===== src/common/mcc_map.svh =====
`ifndef MCC_MAP_SVH
`define MCC_MAP_SVH

// ----------------------------------------------------------------
// Register offsets
// ----------------------------------------------------------------
`define MCC_MODE_ADDR       8'h16
`define MCC_CFG_ADDR        8'h40
`define MCC_CFG2_ADDR       8'h4A
`define MCC_VID_ADDR        8'h47
`define MCC_VAL_BASE        8'h20
`define MCC_VAL_LAST        8'h28

// ----------------------------------------------------------------
// Field positions and reset values
// ----------------------------------------------------------------
`define MCC_MODE_TACH_A     0
`define MCC_MODE_TACH_B     1
`define MCC_MODE_DIODE_B    2
`define MCC_MODE_VCC_5V     3
`define MCC_MODE_IRQ_MODE   7
`define MCC_CFG_START       0
`define MCC_CFG_INT_CLEAR   3
`define MCC_MODE_RESET      8'h00
`define MCC_CFG_RESET       8'h00
`define MCC_CFG2_RESET      8'h00

// ----------------------------------------------------------------
// Channel numbers
// ----------------------------------------------------------------
`define MCC_CH_SHARED_A     0
`define MCC_CH_SHARED_B     1
`define MCC_CH_PAIR_LO      2
`define MCC_CH_PAIR_HI      3
`define MCC_CH_DIODE_A      8
`define MCC_NUM_CH          9

// ----------------------------------------------------------------
// Timing
// ----------------------------------------------------------------
`define MCC_CLK_PERIOD_NS   10
`define MCC_CONV_PERIOD_US  748
`define MCC_DIODE_MEAS_US   9600
`define MCC_DIODE_SAMPLES   16
`define MCC_CONV_CYCLES     ((`MCC_CONV_PERIOD_US * 1000) / `MCC_CLK_PERIOD_NS)
`define MCC_DIODE_CYCLES    ((`MCC_DIODE_MEAS_US * 1000) / (`MCC_DIODE_SAMPLES * `MCC_CLK_PERIOD_NS))

`endif


===== src/common/mcc_pkg.sv =====
package mcc_pkg;

   // ----------------------------------------------------------------
   // Sequencer states
   // ----------------------------------------------------------------
   typedef enum logic [1:0] {
      MCC_IDLE  = 2'h0,
      MCC_ISSUE = 2'h1,
      MCC_BUSY  = 2'h3,
      MCC_PACE  = 2'h2
   } mcc_fsm_type;

   typedef struct packed {
      mcc_fsm_type     fsm;
      logic [3:0]      chan;
      logic [3:0]      samples;
      logic [7:0]      mode;
      logic [7:0]      cfg;
      logic [7:0]      cfg2;
      logic [8:0][7:0] vals;
      logic [7:0]      rdata;
      logic [4:0]      vid;
      logic [4:0]      irq;
   } mcc_state_type;

   typedef struct packed {
      logic [19:0] count;
   } mcc_timer_type;

   typedef struct packed {
      logic [11:0] acc;
      logic [3:0]  count;
      logic [7:0]  avg;
      logic        valid;
   } mcc_avg_type;

   typedef struct packed {
      logic       wr;
      logic [7:0] addr;
      logic [7:0] wdata;
   } mcc_reg_req_type;

endpackage : mcc_pkg


===== src/verilog/mcc_pace_timer.sv =====
`timescale 1ns/1ps
`include "mcc_map.svh"
module mcc_pace_timer
   import mcc_pkg::*;
(
   input  logic        clk_i,
   input  logic        sys_rst_i,
   input  logic        load_i,
   input  logic [19:0] period_i,
   output logic        expired_o
);

   mcc_timer_type st;
   mcc_timer_type next_st;

   always_comb begin
      next_st = st;
      // Loaded during the start cycle: minus two puts the next start exactly period cycles later
      // Limitation: periods below two are not supported
      if (load_i) begin
         next_st.count = period_i - 20'h00002;
      end else if (st.count != 20'h00000) begin
         next_st.count = st.count - 20'h00001;
      end
   end

   always_ff @(posedge clk_i or posedge sys_rst_i) begin
      if (sys_rst_i) begin
         st <= '0;
      end else begin
         st <= next_st;
      end
   end

   assign expired_o = (st.count == 20'h00000);

   // ----------------------------------------------------------------
   // Checks
   // ----------------------------------------------------------------
   a_timer_reload: assert property (@(posedge clk_i) disable iff (sys_rst_i)
      load_i |=> st.count == $past(period_i) - 20'h00002)
      else $error("pace timer did not reload");
   a_timer_count: assert property (@(posedge clk_i) disable iff (sys_rst_i)
      (!load_i && !expired_o) |=> st.count == $past(st.count) - 20'h00001)
      else $error("pace timer did not count down");

endmodule : mcc_pace_timer


===== src/verilog/mcc_diode_avg.sv =====
`timescale 1ns/1ps
`include "mcc_map.svh"
module mcc_diode_avg
   import mcc_pkg::*;
(
   input  logic       clk_i,
   input  logic       sys_rst_i,
   input  logic       clear_i,
   input  logic       add_i,
   input  logic [7:0] sample_i,
   output logic [7:0] avg_o,
   output logic       valid_o
);

   mcc_avg_type st;
   mcc_avg_type next_st;
   logic [11:0] sum;

   // Signed sum of sixteen samples fits twelve bits without overflow
   assign sum = st.acc + {{4{sample_i[7]}}, sample_i};

   always_comb begin
      next_st       = st;
      next_st.valid = 1'b0;
      if (clear_i) begin
         next_st.acc   = 12'h000;
         next_st.count = 4'h0;
      end else if (add_i) begin
         next_st.count = st.count + 4'h1;
         if (st.count == 4'hF) begin
            next_st.avg   = sum[11:4];
            next_st.valid = 1'b1;
            next_st.acc   = 12'h000;
         end else begin
            next_st.acc = sum;
         end
      end
   end

   always_ff @(posedge clk_i or posedge sys_rst_i) begin
      if (sys_rst_i) begin
         st <= '0;
      end else begin
         st <= next_st;
      end
   end

   assign avg_o   = st.avg;
   assign valid_o = st.valid;

   // ----------------------------------------------------------------
   // Checks
   // ----------------------------------------------------------------
   a_avg_sixteen: assert property (@(posedge clk_i) disable iff (sys_rst_i)
      valid_o |-> $past(st.count) == 4'hF && $past(add_i) && !$past(clear_i))
      else $error("average produced before sixteen samples");
   a_avg_value: assert property (@(posedge clk_i) disable iff (sys_rst_i)
      (add_i && !clear_i && st.count == 4'hF) |=> avg_o == $past(sum[11:4]))
      else $error("average value wrong");
   a_avg_clear: assert property (@(posedge clk_i) disable iff (sys_rst_i)
      clear_i |=> st.count == 4'h0 && st.acc == 12'h000 && !valid_o)
      else $error("averager not cleared");

endmodule : mcc_diode_avg


===== src/verilog/mcc_channel_ctrl.sv =====
`timescale 1ns/1ps
`include "mcc_map.svh"
module mcc_channel_ctrl
   import mcc_pkg::*;
#(
   parameter logic [19:0] CONV_CYCLES  = 20'(`MCC_CONV_CYCLES),
   parameter logic [19:0] DIODE_CYCLES = 20'(`MCC_DIODE_CYCLES)
)(
   input  logic       clk_i,
   input  logic       sys_rst_i,
   input  logic       reg_wr_i,
   input  logic [7:0] reg_addr_i,
   input  logic [7:0] reg_wdata_i,
   output logic [7:0] reg_rdata_o,
   input  logic [4:0] volt_id_pins_i,
   output logic [4:0] volt_id_o,
   output logic [4:0] ext_irq_o,
   output logic       tach_in_a_en_o,
   output logic       tach_in_b_en_o,
   output logic       diode_b_sel_o,
   output logic       vcc_range_5v_o,
   output logic       adc_start_o,
   output logic [3:0] adc_chan_o,
   output logic       adc_diode_o,
   input  logic       adc_done_i,
   input  logic [7:0] adc_code_i
);

   // ----------------------------------------------------------------
   // State
   // ----------------------------------------------------------------
   mcc_state_type   st;
   mcc_state_type   next_st;
   mcc_reg_req_type req;
   logic [8:0]      chan_mask;
   logic [4:0]      irq_en;
   logic            running;
   logic            diode_now;
   logic            pace_load;
   logic [19:0]     pace_period;
   logic            pace_expired;
   logic            avg_clear;
   logic            avg_add;
   logic [7:0]      avg_value;
   logic            avg_valid;
   logic [3:0]      val_idx;

   assign req.wr    = reg_wr_i;
   assign req.addr  = reg_addr_i;
   assign req.wdata = reg_wdata_i;

   // ----------------------------------------------------------------
   // Channel plan
   // ----------------------------------------------------------------
   // Channels 4..8 are the dedicated inputs and the supply; they are always converted
   generate
      for (genvar g = 0; g < `MCC_NUM_CH; g++) begin : g_mask
         if (g == `MCC_CH_SHARED_A) begin : g_a
            assign chan_mask[g] = st.mode[`MCC_MODE_TACH_A];
         end else if (g == `MCC_CH_SHARED_B) begin : g_b
            assign chan_mask[g] = st.mode[`MCC_MODE_TACH_B];
         end else if (g == `MCC_CH_PAIR_HI) begin : g_hi
            assign chan_mask[g] = !st.mode[`MCC_MODE_DIODE_B];
         end else begin : g_fixed
            assign chan_mask[g] = 1'b1;
         end
      end
   endgenerate

   // Diode b replaces the 2.5 V input on the low pin; diode a is fixed
   assign diode_now = (st.chan == 4'(`MCC_CH_DIODE_A)) ||
                      (st.chan == 4'(`MCC_CH_PAIR_LO) && st.mode[`MCC_MODE_DIODE_B]);

   assign running = st.cfg[`MCC_CFG_START] && !st.cfg[`MCC_CFG_INT_CLEAR];

   function automatic logic [3:0] mcc_next_chan(input logic [3:0] cur, input logic [8:0] mask);
      logic [3:0] res;
      int         c;
      res = cur;
      c   = 0;
      for (int k = `MCC_NUM_CH - 1; k >= 1; k--) begin
         c = (int'(cur) + k) % `MCC_NUM_CH;
         if (mask[c]) begin
            res = 4'(c);
         end
      end
      return res;
   endfunction : mcc_next_chan

   // ----------------------------------------------------------------
   // Interrupt-input enables
   // ----------------------------------------------------------------
   // Bit order follows the ID pins: index 0 is the first ID bit
   assign irq_en = {st.cfg2[7], st.cfg2[6], st.mode[6:4]};

   assign val_idx = 4'(req.addr - `MCC_VAL_BASE);

   // ----------------------------------------------------------------
   // Next state
   // ----------------------------------------------------------------
   always_comb begin
      next_st = st;

      // Register writes
      if (req.wr) begin
         case (req.addr)
            `MCC_MODE_ADDR: begin
               next_st.mode = req.wdata;
            end
            `MCC_CFG_ADDR: begin
               next_st.cfg = req.wdata;
            end
            `MCC_CFG2_ADDR: begin
               next_st.cfg2 = req.wdata;
            end
            default: begin
            end
         endcase
      end

      // Register reads, one cycle behind the address
      case (req.addr)
         `MCC_MODE_ADDR: next_st.rdata = st.mode;
         `MCC_CFG_ADDR:  next_st.rdata = st.cfg;
         `MCC_CFG2_ADDR: next_st.rdata = st.cfg2;
         `MCC_VID_ADDR:  next_st.rdata = {3'h0, st.vid};
         default: begin
            if (req.addr >= `MCC_VAL_BASE && req.addr <= `MCC_VAL_LAST) begin
               next_st.rdata = st.vals[val_idx];
            end else begin
               next_st.rdata = 8'h00;
            end
         end
      endcase

      // Pin function: ID bits or interrupt inputs
      if (st.mode[`MCC_MODE_IRQ_MODE]) begin
         next_st.vid = 5'h00;
         next_st.irq = volt_id_pins_i & irq_en;
      end else begin
         next_st.vid = volt_id_pins_i;
         next_st.irq = 5'h00;
      end

      // Result from the averager lands in the diode channel's slot
      if (avg_valid) begin
         next_st.vals[st.chan] = avg_value;
      end

      // Sequencer
      case (st.fsm)
         MCC_IDLE: begin
            next_st.samples = 4'h0;
            if (running) begin
               next_st.fsm = MCC_ISSUE;
               if (!chan_mask[st.chan]) begin
                  next_st.chan = mcc_next_chan(st.chan, chan_mask);
               end
            end
         end
         MCC_ISSUE: begin
            next_st.fsm = MCC_BUSY;
         end
         MCC_BUSY: begin
            if (adc_done_i) begin
               next_st.fsm = MCC_PACE;
               if (diode_now) begin
                  next_st.samples = st.samples + 4'h1;
               end else begin
                  // The converter code is already clamped to 0..255 full range
                  next_st.vals[st.chan] = adc_code_i;
               end
            end
         end
         MCC_PACE: begin
            if (pace_expired) begin
               if (!running) begin
                  next_st.fsm = MCC_IDLE;
               end else if (diode_now && st.samples != 4'h0) begin
                  next_st.fsm = MCC_ISSUE;
               end else begin
                  next_st.fsm  = MCC_ISSUE;
                  next_st.chan = mcc_next_chan(st.chan, chan_mask);
               end
            end
         end
         default: begin
            next_st.fsm = MCC_IDLE;
         end
      endcase
   end

   always_ff @(posedge clk_i or posedge sys_rst_i) begin
      if (sys_rst_i) begin
         st      <= '0;
         st.mode <= `MCC_MODE_RESET;
         st.cfg  <= `MCC_CFG_RESET;
         st.cfg2 <= `MCC_CFG2_RESET;
      end else begin
         st <= next_st;
      end
   end

   // ----------------------------------------------------------------
   // Pacing and averaging
   // ----------------------------------------------------------------
   // A slot is paced from the start pulse; only a done arriving more than period minus two cycles after it stretches the rate
   assign pace_load   = (st.fsm == MCC_ISSUE);
   assign pace_period = diode_now ? DIODE_CYCLES : CONV_CYCLES;

   mcc_pace_timer u_pace (
      .clk_i     (clk_i),
      .sys_rst_i (sys_rst_i),
      .load_i    (pace_load),
      .period_i  (pace_period),
      .expired_o (pace_expired)
   );

   // Stopping mid-average discards the partial sum
   assign avg_clear = (st.fsm == MCC_IDLE);
   assign avg_add   = (st.fsm == MCC_BUSY) && adc_done_i && diode_now;

   mcc_diode_avg u_avg (
      .clk_i     (clk_i),
      .sys_rst_i (sys_rst_i),
      .clear_i   (avg_clear),
      .add_i     (avg_add),
      .sample_i  (adc_code_i),
      .avg_o     (avg_value),
      .valid_o   (avg_valid)
   );

   // ----------------------------------------------------------------
   // Outputs
   // ----------------------------------------------------------------
   assign reg_rdata_o    = st.rdata;
   assign volt_id_o      = st.vid;
   assign ext_irq_o      = st.irq;
   assign tach_in_a_en_o = !st.mode[`MCC_MODE_TACH_A];
   assign tach_in_b_en_o = !st.mode[`MCC_MODE_TACH_B];
   assign diode_b_sel_o  = st.mode[`MCC_MODE_DIODE_B];
   assign vcc_range_5v_o = st.mode[`MCC_MODE_VCC_5V];
   assign adc_start_o    = (st.fsm == MCC_ISSUE);
   assign adc_chan_o     = st.chan;
   assign adc_diode_o    = diode_now;

   // ----------------------------------------------------------------
   // Checks
   // ----------------------------------------------------------------
   a_tach_select: assert property (@(posedge clk_i) disable iff (sys_rst_i)
      (reg_wr_i && reg_addr_i == `MCC_MODE_ADDR) |=>
         {tach_in_b_en_o, tach_in_a_en_o} == ~$past(reg_wdata_i[1:0]))
      else $error("tach select does not follow mode write");
   a_pair_select: assert property (@(posedge clk_i) disable iff (sys_rst_i)
      (reg_wr_i && reg_addr_i == `MCC_MODE_ADDR) |=>
         diode_b_sel_o == $past(reg_wdata_i[2]) && vcc_range_5v_o == $past(reg_wdata_i[3]))
      else $error("pair or supply range select wrong");
   a_vid_pass: assert property (@(posedge clk_i) disable iff (sys_rst_i)
      !st.mode[`MCC_MODE_IRQ_MODE] |=> volt_id_o == $past(volt_id_pins_i) && ext_irq_o == 5'h00)
      else $error("ID pins not passed in ID mode");
   a_irq_gate: assert property (@(posedge clk_i) disable iff (sys_rst_i)
      st.mode[`MCC_MODE_IRQ_MODE] |=>
         ext_irq_o == ($past(volt_id_pins_i) & {$past(st.cfg2[7:6]), $past(st.mode[6:4])})
         && volt_id_o == 5'h00)
      else $error("interrupt input gating wrong");
   a_fixed_chans: assert property (@(posedge clk_i) disable iff (sys_rst_i)
      chan_mask[8:4] == 5'h1F)
      else $error("dedicated channel dropped");
   a_skip_pins: assert property (@(posedge clk_i) disable iff (sys_rst_i)
      adc_start_o |-> chan_mask[adc_chan_o])
      else $error("conversion started on a non-analog pin");
   a_start_pulse: assert property (@(posedge clk_i) disable iff (sys_rst_i)
      adc_start_o |=> !adc_start_o ##0 st.fsm == MCC_BUSY)
      else $error("start pulse too long");
   a_store_now: assert property (@(posedge clk_i) disable iff (sys_rst_i)
      (st.fsm == MCC_BUSY && adc_done_i && !diode_now) |=> st.vals[$past(st.chan)] == $past(adc_code_i))
      else $error("result not stored on completion");
   a_stop_run: assert property (@(posedge clk_i) disable iff (sys_rst_i)
      (st.fsm == MCC_IDLE && !running) |=> st.fsm == MCC_IDLE)
      else $error("sequencer ran while stopped");
   a_pace_period: assert property (@(posedge clk_i) disable iff (sys_rst_i)
      (adc_start_o && !diode_now) |-> pace_period == CONV_CYCLES)
      else $error("ordinary slot period wrong");

endmodule : mcc_channel_ctrl


===== config.mk =====
export PLATFORM = sky130hd
export DESIGN_NAME = mcc_channel_ctrl
export DESIGN_NICKNAME = d
export VERILOG_FILES = /design/src/common/mcc_pkg.sv /design/src/verilog/mcc_pace_timer.sv /design/src/verilog/mcc_diode_avg.sv /design/src/verilog/mcc_channel_ctrl.sv
export VERILOG_INCLUDE_DIRS = /design/src /design/src/common
export SDC_FILE = /design/constraint.sdc
export NUM_CORES = 1
export LEC_CHECK = 0
export BUFFER_PORTS_ARGS = -buffer_cell sky130_fd_sc_hd__buf_2
export CORE_ASPECT_RATIO = 2
export CORE_MARGIN = 2
export CORE_UTILIZATION = 50
export CTS_BUF_LIST = sky130_fd_sc_hd__clkbuf_8
export DETAILED_ROUTE_END_ITERATION = 10
export PLACE_DENSITY_LB_ADDON = 0.05
export SLEW_MARGIN = 20
export SYNTH_ARGS = -nofsm -noshare
export SYNTH_HDL_FRONTEND = slang
export SYNTH_SLANG_ARGS = --single-unit
export TNS_END_PERCENT = 1

===== constraint.sdc =====
create_clock -name clk_i -period 15.7 [get_ports clk_i]
set_input_delay 0.785 -clock clk_i [delete_from_list [all_inputs] [get_ports clk_i]]
set_output_delay 0.785 -clock clk_i [all_outputs]
set_load 0.1 [all_outputs]

### Word level (Yosys, flattened, before mapping)

Cells that the tools add are included.
W data, S select, Z words.

* $add $sub $neg: 14
* multiply operators: 0
* div/mod/pow operators: 8
* magnitude comparators: 13
* equal/unequal tests: 17
* shifts and indexed selects: 0
* muxes and demuxes: 67
* bitwise operators: 2
* reduce and logical (&&, ||, !) cells: 27

Operators with widths (count)
* $mux W72: 4
* $lt A32 B6 Y1 const B: 8
* $mod A32 B5 Y32 const B: 8
* $bwmux W72: 2
* $mux W4: 13
* $mux W20: 2
* $bmux W1 S4: 9
* $bmux W8 S4: 1
* $demux W8 S4: 1
* $pmux W8 S4: 1
* $mux W25: 1
* $eq A8 B7 Y1 const B: 3
* $mux W8: 3
* $add A4 B3 Y5 const B: 4
* $logic_not A20 Y1: 1
* $reduce_bool A20 Y1: 1
* $sub A20 B1 Y20 const B: 1
* $mux W1: 19
* $sub A17 B2 Y18 const B: 1
* $mux W17: 1
* $mux W16: 1
* $pmux W4 S2: 2
* $ne A2 B2 Y1 const B: 7
* $add A12 B12 Y12: 1
* other kinds (31): 53

* register bits after elaboration: 169
* latch bits: 0
* RAM bits: 0
* bits in read-only memories: 0
* bits of input ports: 33
* output and inout port bits: 28
* logic and storage cells: 171
* memories kept: 0

### Longest topological paths before layout

* depth in word-level cells: 17
* gate-level depth with buffers: 23
* depth with buffers taken out: 21

### Cells and area by module

From an unflattened synthesis, not the netlist that was laid out.

* cells, all modules: 1493
* area, all modules: 13375.3 µm²

By module, submodules not included
* mcc_channel_ctrl: instances 1, cells an instance 1176, area an instance 10341.2 µm²
* mcc_pace_timer: instances 1, cells an instance 174, area an instance 1520.2 µm²
* mcc_diode_avg: instances 1, cells an instance 143, area an instance 1514.0 µm²

### Least setup slack after synthesis

Ideal clock, no wire load.

* path kind: flip-flop to flip-flop
* start: register st (netlist bit adc_chan_o[0])
* end: register st (netlist bit adc_chan_o[2])
* library setup time: 0.124 ns
* arrival time: 4.830 ns
* data required time: 15.576 ns
* slack: 10.746 ns
* cell stages (with the launch flop): 24
* clock period less this slack: 4.954 ns
* path through: dfrtp_1 > buf_4 > inv_4 > clkbuf_1 > ha_1 > clkinv_1 > ha_1 > nor4b_1 > mux2_2 > o21a_1 > nor2_1 > inv_1 > ha_1 > nand2b_1 > a31oi_1 > o21ai_0 > a21oi_1 > nor4_1 > a211oi_2 > o21ai_2 > nor4b_4 > a21oi_2 > mux2i_1 > o21ai_1

* word-level cells in the longest chain between the ends: 17
* elaborated cells between the ends (all ways): 64

Ends and longest elaborated chain
* start: declaration: RTL line mcc_channel_ctrl.sv:32 `mcc_state_type st;`
* start signal: assignment: RTL line mcc_channel_ctrl.sv:200 `st <= next_st;`
* $add A4 B4 Y5: RTL line mcc_channel_ctrl.sv:82 `` c = (int'(cur) + k) % `MCC_NUM_CH; ``
* $mod A32 B5 Y32 (no line)
* $bmux W1 S4: RTL line mcc_channel_ctrl.sv:83 `if (mask[c]) begin`
* $mux W1 (implied by the code) (2 in series): RTL line mcc_channel_ctrl.sv:83
* $mux W4 (8 in series): RTL line mcc_channel_ctrl.sv:83
* $mux W4: RTL line mcc_channel_ctrl.sv:179 `end else if (diode_now && st.samples != 4'h0) begin`
* $mux W4: RTL line mcc_channel_ctrl.sv:177 `if (!running) begin`
* $mux W6: RTL line mcc_channel_ctrl.sv:176 `if (pace_expired) begin`
* $pmux W4 S2: RTL line mcc_channel_ctrl.sv:151 `case (st.fsm)`

Several ways; a longest one is shown, not always the timed one. The select of a mux whose other input is x is not followed.
A chain may end at the register's enable or synchronous reset.

### Final worst setup path

* start: register st (netlist bit adc_chan_o[1])
* end: register st (netlist bit adc_chan_o[2])

The elaborated chain is that of the path after synthesis.

==> impl_metrics.csv <==
group,metric,value,unit
run_status,status,"complete, no violations",
pwr,powerDensity,162,nW/um2
final_layout,fin_util,0.538,
clock_network,ctsRootBufferMaster,"clkbuf_8",
worst_setup_path,cp_max_fo,27,
worst_setup_path,regToRegStartpoint,"adc_chan_o[1]",
routing,postRouteAntennaNets,0,
sta,fin_skew,0.0120,ns
routing,wire_per_inst,24.0,um
clock_network,numCtsBuffers,17,
pwr,power_frac_clock,0.163,
sta,rsz0062_at_grt,"false",
sta,finalSetupTns,0,ns
sta,setup_viol,0,
final_layout,insertedDiodeCount,0,
final_layout,fill_cells,2414,
clock_network,cts_max_level,4,
routing,first_pass_iters,5,
worst_setup_path,critPathLaunch,"adc_chan_o[1]",
logic_synthesis,synth-adder-area-share,0.0626,
logic_synthesis,synth.distinct_cells,116,
floorplanning,fp-row-count,82,
logic_synthesis,synth-seq-cells,169,
pwr,power.internal,1.13,mW
sta,fmax,168,MHz
logic_synthesis,yosys-mux-area-fraction,0.143,
clock_network,cts_tree,"done",
sta,tightest_slew,1.12,ns
pwr,power.total,2.18,mW
logic_synthesis,ys_seq_area_frac,0.332,
global_routing,antenna_found_initial,1,
global_routing,grt-ovfl-total,0,
logic_synthesis,synth_top_area_frac,0.332,
min_path,hold_path.class,"input pin to async pin",
worst_setup_path,cp.required,16.07,ns
placed_design,dp_slack,9.84,ns
logic_synthesis,synth_top_family_by_area,"compound AO/OA/AOI/OAI gates",
logic_synthesis,async_flop_share,1.00,
floorplanning,die_x,117,um
floorplanning,start_util,0.508,
routing,route.vias.total,10700,
sta,fin_crit,5.94,ns
sta,final-max-slew-violation-count,0,
sta,setup_slack,9.76,ns
pwr,comb_power_share,0.582,
logic_synthesis,yosys_warnings,0,
logic_synthesis,synth_top_area_cell,"dfrtp_1",
logic_synthesis,synth_compound_area_frac,0.205,
floorplanning,die_y,230,um
logic_synthesis,syn-num-nets,1464,
routing,route.detailed.drc,0,
floorplanning,io_pins,61,
worst_setup_path,path_class,"register to register",
clock_network,clk_latency,0.48,ns
routing,wl,41.0,mm
sta,max-slew-margin-rel,0.243,
logic_synthesis,avgSynthCellArea,9.30,um2
global_routing,grt_pass1_wl,63.1,mm
clock_network,clock_path_buffers,2,
routing,viasPerCell,6.25,
pwr,seq_power_share,0.255,
final_layout,layout-drive-gt1-share,0.168,
logic_synthesis,ys.flop_type,"dfrtp_1",
logic_synthesis,syn_inst,1368,
pwr,static-leakage-power,6.06,nW
worst_setup_path,worstPathArrival,6.31,ns
pwr,vdd_ir_drop_max,0.0804,mV
global_routing,grt_max_degree,90,
pwr,netSwitchingFraction,0.481,
global_routing,grt_usage,0.318,
logic_synthesis,yosys.area_share.xor_xnor,0.0343,
flow_run,max-cap-violations,0,
clock_network,clk_pin_slew_worst_paths,0.09,ns
routing,drtIter0Drc,619,
logic_synthesis,synth_edf_count,0,
clock_network,hold_buffers,0,
final_layout,area_growth,5.85,%
logic_synthesis,synth_area,12700,um2
placed_design,dpl.hpwl,30.4,mm
floorplanning,core,25000,um2
global_routing,grt_pass1_vias,10900,
clock_network,ctsResizeCount,0,
sta,finalCritPeriodShare,0.378,
logic_synthesis,synth_area_leaders,"dfrtp_1 (33%), mux2i_1 (7.4%), ha_1 (6.1%)",
floorplanning,dieArea,26800,um2
placed_design,port_buffers,60,
pwr,switchingPower,1.05,mW
sta,hold_viol,0,
worst_setup_path,start_kind,"register",
logic_synthesis,yosys.area_share.simple,0.166,
clock_network,clkSinkCount,169,
final_layout,nNetsFinal,1454,
placed_design,place.gp.congestion,0.987,
worst_setup_path,end_kind,"register",
sta,hold_slack,0.469,ns
clock_network,cts_setup_buffers,0,
[area by class of cell]
cell class,count,area (um2),area share
clock inverter,11,168,0.0125
inverter,48,189,0.0140
multi-input combinational,1050,7770,0.577
timing repair buffer,72,394,0.0293
sequential,169,4230,0.314
clock buffer,21,289,0.0215
tap,336,420,0.0312
[placed cells by master, fill, tap and decap left out, types with 33 or more instances in the layout]
cell     netlist  layout
mux2i_1       94      94
nor2_1       143     142
ha_1          62      62
dfrtp_1      169     168
inv_1         38      38
o21ai_0       39      39
nand2_1       78      78
mux2_2        42      42
buf_2         10      60
a21oi_1      118     118
xnor2_1       35      35
nand3_1       33      33
[cell families after synthesis]
group,count (synthesis)
xor gates and xnor gates,49
adders and majority gates,63
buffers and inverters,149
DFF,169
muxes,155
AOI/OAI and AO/OA,368
and+or+nand+nor,415
[state kept, by name (all words and copies together), names as in the netlist]
signal          flops
adc_chan_o          4
u_pace.st          20
volt_id_o           5
diode_b_sel_o       1
ext_irq_o           5
u_avg.valid_o       1
irq_en              5
st                 93
u_avg.st           16
chan_mask           2
u_avg.avg_o         8
vcc_range_5v_o      1
reg_rdata_o         8
[per-stage QoR]
step / cells / instance area [um2]
after floorplan: 1368 / 12700
after global placement: 1674 / 13000
after detailed placement: 1674 / 13000
after CTS: 1706 / 13400
after global routing: 1707 / 13500
final: 1707 / 13500
[routing by layer]
metal  GRT usage  vias up  part of all wire
li1            -     4958                 -
met1       0.303     5312              0.33
met2       0.589      270              0.56
met3      0.0564      133             0.037
met4       0.223        0             0.079
met5           0        -                 0
[worst max-delay path, stage by stage, from the launching register on]
cell      delay [ns]
dfrtp_1         0.33
buf_4           0.30
inv_1           0.28
ha_1            0.36
buf_4           0.29
clkinv_1        0.45
ha_1            0.40
nor4b_1         0.28
mux2_2          0.28
o21a_1          0.16
nor2_1          0.05
inv_1           0.11
ha_1            0.27
nand2b_1        0.10
a31oi_1         0.15
o21ai_0         0.16
a21oi_1         0.36
nor4_1          0.10
a211oi_2        0.37
o21ai_2         0.20
nor4b_4         0.38
a21oi_2         0.17
mux2i_1         0.19
o21ai_1         0.08
[cells in the mapped netlist, types with 7 or more instances]
library cell,count
and2_1,12
o21ai_1,8
nor2b_1,17
o21ai_0,39
o31ai_1,13
o21a_1,16
dfrtp_1,169
nand4_1,7
nand2b_1,17
xor2_1,13
clkbuf_1,40
xnor2_1,35
buf_2,10
buf_1,18
mux2i_1,94
nand2_1,78
nor3_1,24
buf_4,24
a211oi_1,10
and3_1,10
nor2_1,143
o211ai_1,12
inv_2,7
a31oi_1,11
a21o_1,9
a21oi_1,118
o221ai_1,7
a22o_1,17
mux2_2,42
inv_1,38
nor4_1,9
a221oi_1,8
nand3_1,33
ha_1,62
or3_1,13
mux4_2,16
[power by group through the flow]
| stage | sequential [mW] | clock (mW) | combinational (mW) |
|---|---|---|---|
| floorplan | 0.551 | 0 | 0.931 |
| global placement | 0.562 | 0 | 1.22 |
| detailed placement | 0.564 | 0 | 1.22 |
| CTS | 0.556 | 0.362 | 1.23 |
| global route | 0.566 | 0.380 | 1.37 |
| finish | 0.557 | 0.355 | 1.27 |
[path summary, 6_finish.rpt]
check	end	slack, ns	depth (start not counted)
worst max register to register	adc_chan_o[2]	9.76	23
worst max-delay path	adc_chan_o[2]	9.76	23
min in group clk_i	reg_rdata_o[5]	0.51	2
max in group asynchronous	reg_rdata_o[1]	13.95	3
worst min-delay path	u_avg.st[17]	0.47	2
worst min register to register	reg_rdata_o[5]	0.51	2
Note: power is estimated with default switching activity, not from simulation.
